## config.mk

```make
export PLATFORM = sky130hd
export DESIGN_NAME = pobrs_top
export DESIGN_NICKNAME = d
export VERILOG_FILES = /design/src/pobrs_pkg.sv /design/src/pobrs_sync.sv /design/src/pobrs_filt.sv /design/src/pobrs_top.sv
export SDC_FILE = /design/constraint.sdc
export NUM_CORES = 1
export LEC_CHECK = 0
export ABC_CLOCK_PERIOD_IN_PS = 2800
export BUFFER_PORTS_ARGS = -buffer_cell sky130_fd_sc_hd__buf_4
export CELL_PAD_IN_SITES_DETAIL_PLACEMENT = 0
export CELL_PAD_IN_SITES_GLOBAL_PLACEMENT = 2
export CORE_MARGIN = 10
export CORE_UTILIZATION = 25
export CTS_BUF_LIST = sky130_fd_sc_hd__clkbuf_8
export CTS_CLUSTER_SIZE = 10
export DETAILED_ROUTE_END_ITERATION = 16
export HOLD_SLACK_MARGIN = 0.15
export PLACE_DENSITY = 0.72
export SYNTH_ARGS = -nofsm -noshare
export SYNTH_HDL_FRONTEND = slang
export SYNTH_HIERARCHICAL = 1
export SYNTH_SLANG_ARGS = --single-unit
```

## constraint.sdc

```tcl
create_clock -name pclk -period 2.8 [get_ports pclk]
set_input_delay 0.42 -clock pclk [delete_from_list [all_inputs] [get_ports pclk]]
set_output_delay 0.42 -clock pclk [all_outputs]
set_load 0.02 [all_outputs]
```

## src/pobrs_pkg.sv

```systemverilog
package pobrs_pkg;
  // timing
  localparam int          CLK_HZ            = 50_000_000;
  localparam int          POWERUP_DELAY_TIMER_MS           = 64;
  localparam int          POWERUP_DELAY_TIMER_CYC          = (CLK_HZ / 1000) * POWERUP_DELAY_TIMER_MS;
  localparam int          BOR_MIN_NS        = 2000;
  localparam int          BOR_MIN_CYC       = (BOR_MIN_NS + 19) / 20;
  localparam int          RESTART_CYC       = 10;
  localparam int          CNT_W             = 32;
  // brownout modes
  localparam logic [1:0]  BMODE_ON          = 2'h3;
  localparam logic [1:0]  BMODE_SLEEP_OFF   = 2'h2;
  localparam logic [1:0]  BMODE_SOFT        = 2'h1;
  localparam logic [1:0]  BMODE_OFF         = 2'h0;
  // register map
  localparam logic [11:0] ADDR_CTRL         = 12'h000;
  localparam logic [11:0] ADDR_CAUSE        = 12'h004;
  localparam logic [11:0] ADDR_MASK         = 12'h008;
  localparam logic [11:0] ADDR_STAT         = 12'h00c;
  // control fields
  localparam int          CTRL_SOFT_EN      = 0;
  // cause / mask fields
  localparam int          EV_POR            = 0;
  localparam int          EV_BOR            = 1;
  localparam int          EV_OVF            = 2;
  localparam int          EV_UNF            = 3;
  localparam int          EV_W              = 4;
  // status fields
  localparam int          ST_READY          = 0;
  localparam int          ST_HOLD           = 1;
  localparam int          ST_BOR_ACT        = 2;

  typedef struct packed {
    logic [1:0] brownout_mode_cfg;
    logic       powerup_delay_enable_n;
    logic       brownout_level_select;
    logic       stack_reset_enable;
  } pobrs_cfg_s;

  typedef struct packed {
    logic por_low;
    logic brownout_below;
    logic brownout_circuit_ready;
  } pobrs_mon_s;
endpackage

```

## src/pobrs_sync.sv

```systemverilog
`timescale 1ns/10ps
module pobrs_sync
  import pobrs_pkg::*;
#(
  parameter int W = 1
) (
  input  wire logic         pclk,
  input  wire logic         presetn,
  input  wire logic [W-1:0] d,
  output logic      [W-1:0] q
);
  logic [W-1:0] meta_r;

  always_ff @(posedge pclk or negedge presetn) begin
    if (!presetn) begin
      meta_r <= '0;
      q      <= '0;
    end else begin
      meta_r <= d;
      q      <= meta_r;
    end
  end
endmodule // pobrs_sync

```

## src/pobrs_filt.sv

```systemverilog
`timescale 1ns/10ps
module pobrs_filt
  import pobrs_pkg::*;
(
  input  wire logic pclk,
  input  wire logic presetn,
  input  wire logic arm,
  input  wire logic below,
  output logic      trip
);
  logic [CNT_W-1:0] cnt_r;

  // a dip must last more than the minimum duration
  always_ff @(posedge pclk or negedge presetn) begin
    if (!presetn) begin
      cnt_r <= '0;
      trip  <= 1'b0;
    end else if (!arm || !below) begin
      cnt_r <= '0;
      trip  <= 1'b0;
    end else if (cnt_r < CNT_W'(BOR_MIN_CYC)) begin
      cnt_r <= cnt_r + 1'b1;
    end else begin
      trip  <= 1'b1;
    end
  end
endmodule // pobrs_filt

```

## src/pobrs_top.sv

```systemverilog
// The register addresses and the APB slave port were decided locally.
`timescale 1ns/10ps
// Summary of operation
// low supply on power-on monitor keeps device reset held.
// active brownout reporting below threshold holds device in reset.
// after power-on or brownout, delay timer holds reset for 64 ms.
// delay timer enabled only when its active-low enable bit is clear.
// delay count starts once power-on and brownout conditions both clear.
// two-bit mode field: 11 on, 10 off in sleep, 01 software, 00 off.
// always-on waits ready and supply at start, stays on in sleep.
// off-in-sleep disables in sleep, start and wake wait for ready.
// software mode: enable bit switches detection, start-up does not wait.
// software mode protects once ready; readable ready flag mirrors circuit.
// in software mode sleep does not change protection.
// forced-on modes see ready before release, so no extra delay.
// one config bit chooses the brownout threshold level.
// short dips ignored; reset only if low longer than minimum duration.
// stack overflow or underflow sets cause flag and resets when enabled.
// external reset released after delay expiry restarts after 10 cycles.
// reset output is OR of all sources until every one releases.
// supply monitor inputs are synchronised before use.
module pobrs_top
  import pobrs_pkg::*;
#(
  parameter int POWERUP_DELAY_TIMER_CYCLES = POWERUP_DELAY_TIMER_CYC
) (
  input  wire logic        pclk,
  input  wire logic        presetn,
  input  wire logic        psel,
  input  wire logic        penable,
  input  wire logic        pwrite,
  input  wire logic [11:0] paddr,
  input  wire logic [31:0] pwdata,
  output logic      [31:0] prdata,
  output logic             pready,
  output logic             pslverr,
  input  wire pobrs_cfg_s  cfg,
  input  wire pobrs_mon_s  mon,
  input  wire logic        sleep_active,
  input  wire logic        external_reset_pin_n,
  input  wire logic        stack_overflow_evt,
  input  wire logic        stack_underflow_evt,
  output logic             device_reset_hold,
  output logic             brownout_level_sel_out,
  output logic             brownout_circuit_en,
  output logic             irq
);
  typedef enum logic [1:0] {ST_HOLDING, ST_DELAY, ST_WAITPIN, ST_RUN} pobrs_state_e;

  pobrs_state_e      state_r;
  pobrs_mon_s        mon_s;
  logic [CNT_W-1:0]  cnt_r;
  logic              soft_brownout_enable_r;
  logic [EV_W-1:0]   cause_r;
  logic [EV_W-1:0]   stat_r;
  logic [EV_W-1:0]   mask_r;
  logic              stack_rst_r;
  logic              brownout_active;
  logic              brownout_hold;
  logic              brownout_ready_flag;
  logic              wait_ready;
  logic              trip;
  logic              src_hold;
  logic              pin_sync;
  logic              wr_en;
  logic              rd_en;
  logic [EV_W-1:0]   ev;
  logic              sleep_q_r;
  logic              wake;

  // monitor inputs crossed into pclk domain
  pobrs_sync #(.W(3)) u_sync (
    .pclk    (pclk),
    .presetn (presetn),
    .d       ({mon.por_low, mon.brownout_below, mon.brownout_circuit_ready}),
    .q       ({mon_s.por_low, mon_s.brownout_below, mon_s.brownout_circuit_ready})
  );

  pobrs_sync #(.W(1)) u_pin (
    .pclk    (pclk),
    .presetn (presetn),
    .d       (external_reset_pin_n),
    .q       (pin_sync)
  );

  assign brownout_ready_flag = mon_s.brownout_circuit_ready;

  // mode decode
  always_comb begin
    unique case (cfg.brownout_mode_cfg)
      BMODE_ON:        brownout_active = 1'b1;
      BMODE_SLEEP_OFF: brownout_active = !sleep_active;
      BMODE_SOFT:      brownout_active = soft_brownout_enable_r;
      BMODE_OFF:       brownout_active = 1'b0;
    endcase
  end

  // start-up waits on ready in forced modes; wake waits only in off-in-sleep
  assign wait_ready = (cfg.brownout_mode_cfg == BMODE_ON) ||
                      (cfg.brownout_mode_cfg == BMODE_SLEEP_OFF);

  pobrs_filt u_filt (
    .pclk    (pclk),
    .presetn (presetn),
    .arm     (brownout_active && brownout_ready_flag),
    .below   (mon_s.brownout_below),
    .trip    (trip)
  );

  assign brownout_hold = trip;
  assign src_hold = mon_s.por_low || brownout_hold;

  always_ff @(posedge pclk or negedge presetn) begin
    if (!presetn) begin
      sleep_q_r <= 1'b0;
    end else begin
      sleep_q_r <= sleep_active;
    end
  end
  assign wake = sleep_q_r && !sleep_active;

  // sequencer
  always_ff @(posedge pclk or negedge presetn) begin
    if (!presetn) begin
      state_r <= ST_HOLDING;
      cnt_r   <= '0;
    end else if (src_hold || stack_rst_r) begin
      state_r <= ST_HOLDING;
      cnt_r   <= '0;
    end else begin
      unique case (state_r)
        ST_HOLDING: begin
          if (!wait_ready || (brownout_ready_flag && !mon_s.brownout_below)) begin
            cnt_r   <= '0;
            state_r <= cfg.powerup_delay_enable_n ? ST_WAITPIN : ST_DELAY;
          end
        end
        ST_DELAY: begin
          if (cnt_r >= CNT_W'(POWERUP_DELAY_TIMER_CYCLES - 1)) begin
            cnt_r   <= '0;
            state_r <= ST_WAITPIN;
          end else begin
            cnt_r <= cnt_r + 1'b1;
          end
        end
        ST_WAITPIN: begin
          if (!pin_sync) begin
            cnt_r <= '0;
          end else if (cnt_r >= CNT_W'(RESTART_CYC - 1)) begin
            state_r <= ST_RUN;
          end else begin
            cnt_r <= cnt_r + 1'b1;
          end
        end
        ST_RUN: begin
          if (!pin_sync) begin
            cnt_r   <= '0;
            state_r <= ST_WAITPIN;
          end else if (wake && cfg.brownout_mode_cfg == BMODE_SLEEP_OFF &&
                       !brownout_ready_flag) begin
            state_r <= ST_HOLDING;
          end
        end
      endcase
    end
  end

  // stack fault reset pulse
  always_ff @(posedge pclk or negedge presetn) begin
    if (!presetn) begin
      stack_rst_r <= 1'b0;
    end else begin
      stack_rst_r <= cfg.stack_reset_enable &&
                     (stack_overflow_evt || stack_underflow_evt);
    end
  end

  always_ff @(posedge pclk or negedge presetn) begin
    if (!presetn) begin
      device_reset_hold      <= 1'b1;
      brownout_level_sel_out <= 1'b0;
      brownout_circuit_en    <= 1'b0;
    end else begin
      device_reset_hold      <= src_hold || stack_rst_r || (state_r != ST_RUN);
      brownout_level_sel_out <= cfg.brownout_level_select;
      brownout_circuit_en    <= brownout_active;
    end
  end

  // apb
  assign wr_en = psel && penable && pwrite;
  assign rd_en = psel && !penable && !pwrite;

  assign ev = {stack_underflow_evt, stack_overflow_evt, brownout_hold, mon_s.por_low};

  always_ff @(posedge pclk or negedge presetn) begin
    if (!presetn) begin
      soft_brownout_enable_r <= 1'b0;
      mask_r                 <= '0;
    end else if (wr_en && paddr == ADDR_CTRL) begin
      soft_brownout_enable_r <= pwdata[CTRL_SOFT_EN];
    end else if (wr_en && paddr == ADDR_MASK) begin
      mask_r <= pwdata[EV_W-1:0];
    end
  end

  // cause flags: set wins over write-one-to-clear
  always_ff @(posedge pclk or negedge presetn) begin
    if (!presetn) begin
      cause_r <= '0;
      cause_r[EV_POR] <= 1'b1;
    end else begin
      for (int i = 0; i < EV_W; i++) begin
        if (ev[i]) begin
          cause_r[i] <= 1'b1;
        end else if (wr_en && paddr == ADDR_CAUSE && pwdata[i]) begin
          cause_r[i] <= 1'b0;
        end
      end
    end
  end

  always_ff @(posedge pclk or negedge presetn) begin
    if (!presetn) begin
      irq <= 1'b0;
    end else begin
      irq <= |(cause_r & mask_r);
    end
  end

  always_ff @(posedge pclk or negedge presetn) begin
    if (!presetn) begin
      stat_r <= '0;
    end else begin
      stat_r <= '0;
      stat_r[ST_READY]   <= brownout_ready_flag;
      stat_r[ST_HOLD]    <= device_reset_hold;
      stat_r[ST_BOR_ACT] <= brownout_active;
    end
  end

  always_ff @(posedge pclk or negedge presetn) begin
    if (!presetn) begin
      prdata  <= '0;
      pready  <= 1'b0;
      pslverr <= 1'b0;
    end else begin
      pready  <= psel && !penable;
      pslverr <= 1'b0;
      if (rd_en) begin
        prdata <= '0;
        unique case (paddr)
          ADDR_CTRL:  prdata[CTRL_SOFT_EN] <= soft_brownout_enable_r;
          ADDR_CAUSE: prdata[EV_W-1:0] <= cause_r;
          ADDR_MASK:  prdata[EV_W-1:0] <= mask_r;
          ADDR_STAT:  prdata[EV_W-1:0] <= stat_r;
          default:    pslverr <= 1'b1;
        endcase
      end else if (psel && !penable && !(paddr inside {ADDR_CTRL, ADDR_CAUSE, ADDR_MASK, ADDR_STAT})) begin
        pslverr <= 1'b1;
      end
    end
  end
endmodule // pobrs_top

```

# ---- Word-level counts from Yosys, hierarchy flattened
# Index checks and enable logic that the tools add are counted.
dict set report word_totals {
  regBits 99
  in_bits 61
  out_inout_bits 38
  wordCells 130
}
dict set report op_classes {
  n_addsub 2
  order_cmp 3
  n_eq_ne 18
  muxes 34
  n_bitwise 2
  n_reduce_logical 47
}
# cell n
set op_table {}
lappend op_table {{$mux 32} 8}
lappend op_table {{$pmux 32 s4} 1}
lappend op_table {{$add 32x1->32 const B} 2}
lappend op_table {{$ge 32x22->1 const B} 1}
lappend op_table {{$ge 32x4->1 const B} 1}
lappend op_table {{$lt 32x7->1 const B} 1}
lappend op_table {{$eq 12x4->1 const B} 2}
lappend op_table {{$logic_and 1x1->1} 18}
lappend op_table {{$mux 2} 8}
lappend op_table {{$mux 1} 13}
lappend op_table {{$eq 12x3->1 const B} 1}
lappend op_table {{$logic_not 12->1} 1}
lappend op_table {{$ne 3x3->1 const B} 4}
lappend op_table {{$reduce_bool 2->1} 5}
lappend op_table {{$pmux 3 s3} 1}
lappend op_table {{$eq 2x2->1 const B} 4}
lappend op_table {{$logic_not 1->1} 8}
lappend op_table {{$ne 4x4->1 const B} 2}
lappend op_table {{$pmux 1 s4} 2}
lappend op_table {{$pmux 2 s4} 1}
lappend op_table {{$reduce_or 4->1} 2}
lappend op_table {{$logic_or 1x1->1} 7}
lappend op_table {{$reduce_and 5->1} 1}
lappend op_table {{$and 4x4->4} 1}
lappend op_table {{9 further kinds} 11}

# ---- Longest topological paths before layout
dict set report logic_depth {
  word_depth 8
  ltp_mapped 9
  depth_no_buf 8
}

# ---- Modules after synthesis
# The synthesis kept the hierarchy.
# mod n_inst cells_per_inst area_per_inst_um2 seq_area_each_um2
set by_module_without_submodules {}
lappend by_module_without_submodules {pobrs_top 1 355 3363.2 1428.9}
lappend by_module_without_submodules {pobrs_filt 1 107 1308.8 825.8}
lappend by_module_without_submodules {{pobrs_sync at u_sync} 1 6 150.1 150.1}
lappend by_module_without_submodules {{pobrs_sync at u_pin} 1 2 50.0 50.0}

# ---- Least setup slack after synthesis
# OpenSTA, ideal clock, no wires.
dict set report synth_path {
  path_kind {register -> register}
  from {reg cnt_r[24] (netlist name)}
  to {reg cnt_r[10] (netlist name)}
  setup_time_ns 0.096
  arrival_ns 2.444
  required_ns 2.704
  setup_slack_ns 0.261
  path_stages_with_launch 8
  path_buffers 1
  period_less_slack_ns 2.539
  cell_sequence {dfrtp_1 -> or4_4 -> or4_4 -> nor4_4 -> nor2_4 -> buf_6 -> o2bb2a_2 -> o31ai_1}
}

==> metrics.yaml <==
hold_ws_ps: 218
n_fill_cell: 2038
drt-initial-drc-count: 227
place.gp.congestion: 0.798
syn_area_per_cell_um2: 10.4
yosys_warnings: 6
slowest_stage: "or4_4"
critPathLaunch: "cnt_r[24]"
ys_ff_latch: 98
startpoint_type: "flip-flop"
h-tree-depth: 3
multiInputGateArea_um2: 2190
synth_top_cell_by_area: "dfrtp_1"
cts_setup_buffers: 0
cpMostUsedCell: "or4_4"
grt_pass1_vias: 3874
vias: 3792
clk_latency_ps: 380
cts_max_path_buffers: 2
worstPathArrival_ps: 2850
final_antenna_net_count: 0
worst-path-max-fanout: 6
rrSetupSlack_ps: 230
cp_cell_sequence: "or4_4 -> or4_4 -> nor4_4 -> o21ai_2 -> buf_4 -> o41ai_1"
cts_tree: "done"
cts_sinks: 98
fin_crit_sh_pct: 91.6
design_area_um2: 5810
cp.required_ps: 3080
ir_drop_mv: 0.190
worst_pin_slew_ps: 713
rows: 51
cts_buffers: 9
yosysTopAreaCellShare_pct: 49.3
rr_worst_depth: 6
synth.top_cells.by_count: "96 x dfrtp_1, 42 x nand2_1, 31 x and3_1"
reg2reg_from: "cnt_r[24]"
fin_nets: 607
yosysMostFrequentCell: "dfrtp_1"
vias_per_cell: 4.70
syn-instance-count: 470
worstSetupEndpoint: "cnt_r[9]"
fmax_ghz: 0.390
slowest_delay_ps: 540
grt_use_total_pct: 9.46
clkTransAtPathRegs_ps: 100
finalCriticalPeriod_ps: 2570
netlist_area_um2: 4870
comb_power_share_pct: 12.8
cp-end-kind: "flip-flop"
p_seq_share_pct: 52.3
drive_gt1_share_pct: 21.0
power.net_switching_mw: 0.781
hp-class: "primary input to flip-flop"
synth.distinct_cells: 60
layout.area.seq_um2: 2450
die_h_um: 160
power.share.clock_pct: 35.0
synthToLayoutAreaGrowth_pct: 19.2
port_buffers: 42
finalHoldViolations: 0
drv_cap: 0
setup_viol: 0
overflow: 0
coreArea_um2: 19300
dr.pass1.iters: 4
slew_headroom_pct: 52.0
wl_um: 11800
clock_skew_ps: 12.5
dp_hpwl_um: 8740
num_antenna_cells: 0
initial_core_util_pct: 25.2
status: "complete, no violations"
r2r_end: "cnt_r[9]"
ys_seq_area_share_pct: 50.4
die-area_um2: 25500
wl_per_cell_um: 14.6
switching_share_pct: 28.1
p_per_area_nw_per_um2: 479
grt_pass1_wl_um: 20100
die_w_um: 160
p_leak_nw: 2.59
antenna_found_initial: 0
grt_setup_unrepaired: "no"
synth_area_leaders: "dfrtp_1 49%, buf_4 4.3%, and3_1 4.0%"
cts_root_buffer: "clkbuf_8"
drc: 0
async_flop_share_pct: 100
place_area_um2: 5520
internal_power_mw: 2.00
dominantRegCellSynth: "dfrtp_1"
critical_path_class: "flip-flop to flip-flop"
drv_slew: 0
io_pins: 99
setup_tns_ps: 0
grt_max_degree: 51
synth_edf_count: 0
-- per-layer routing --
layer	global-route usage [%]	wire length (um)	vias up
met5	0	0	-
met4	2.95	161	0
met3	2.40	460	14
met2	15.8	5770	70
met1	11.7	5400	1898
li1	-	-	1810
-- worst min-delay path by stage --
stage,start,to,cells past startpoint
floorplan,presetn,brownout_level_sel_out,0
CTS,penable,pready,2
global route,stack_underflow_evt,cause_r[3],2
global placement,u_pin/meta_r,u_pin/q,0
detailed placement,u_pin/meta_r,u_pin/q,0
finish,penable,pready,2
-- critical path: cells and delay by family (launching register included) --
family / cells / cell delay [ps]
buffers and inverters: 1 / 180
DFF: 1 / 410
AOI/OAI and AO/OA: 2 / 410
and+or+nand+nor: 3 / 1470
-- metrics by stage --
step	std cells	setup slack (ps)	utilization, %	total power, mW
after global placement	784	166	28.6	1.82
final	807	234	30.0	2.78
after floorplan	497	261	-	1.71
after detailed placement	784	111	28.6	1.83
after CTS	807	84.4	30.0	2.83
after global routing	807	100	30.0	2.94
-- placed cells by master (no fill, tap or decap), types with 9 or more instances in the layout --
cell and n:
nor3_1 14, a21oi_1 13, nand2_1 42, ha_1 9
nand3_1 21, dfrtp_1 96, clkbuf_8 9, o31ai_1 16
and3_1 31, inv_1 14, conb_1 28, nor2_1 23
nor4_1 14, buf_4 63, o21ai_0 22
-- sequential cells by signal (all words and copies together) (netlist names) --
register	cells
cnt_r	32
u_filt/cnt_r	32
cause_r	4
mask_r	4
prdata	4
stat_r	3
u_sync/meta_r	3
u_sync/q	3
state_r	2
brownout_level_sel_out	1
device_reset_hold	1
irq	1
pready	1
pslverr	1
sleep_q_r	1
soft_brownout_enable_r	1
stack_rst_r	1
u_filt/trip	1
u_pin/meta_r	1
u_pin/q	1
-- repair_timing --
action                                  in CTS  in global routing
endpoints found under the setup margin       0                  1
hold buffers                                 7                  0
hold endpoints to repair                    52                  0
gates resized for setup                      0                  1
-- power by group through the flow --
stage | sequential, mW | combinational (mW) | clock [mW]
after floorplan | 1.48 | 0.232 | 0
after global placement | 1.48 | 0.343 | 0
after detailed placement | 1.48 | 0.348 | 0
after CTS | 1.45 | 0.358 | 1.02
after global routing | 1.46 | 0.404 | 1.08
final | 1.45 | 0.355 | 0.972
-- kinds of logic after synthesis --
family          Yosys count  share of synthesized area, %
compound gates          106                          15.8
fa+ha+maj                 9                          2.31
buf+inv                  56                          6.78
flops                    98                          50.4
mux                      13                          3.11
other cells               1                        0.0770
simple gates            187                          21.5
-- area by class of cell --
type	count	share of cell area (%)
multi-input combinational	343	37.8
clock buffer	9	2.13
inverter	14	0.905
timing repair buffer	71	9.69
sequential	98	42.3
clock inverter	7	1.55
tap	265	5.71
No activity file was read; power rests on OpenSTA's default activity.
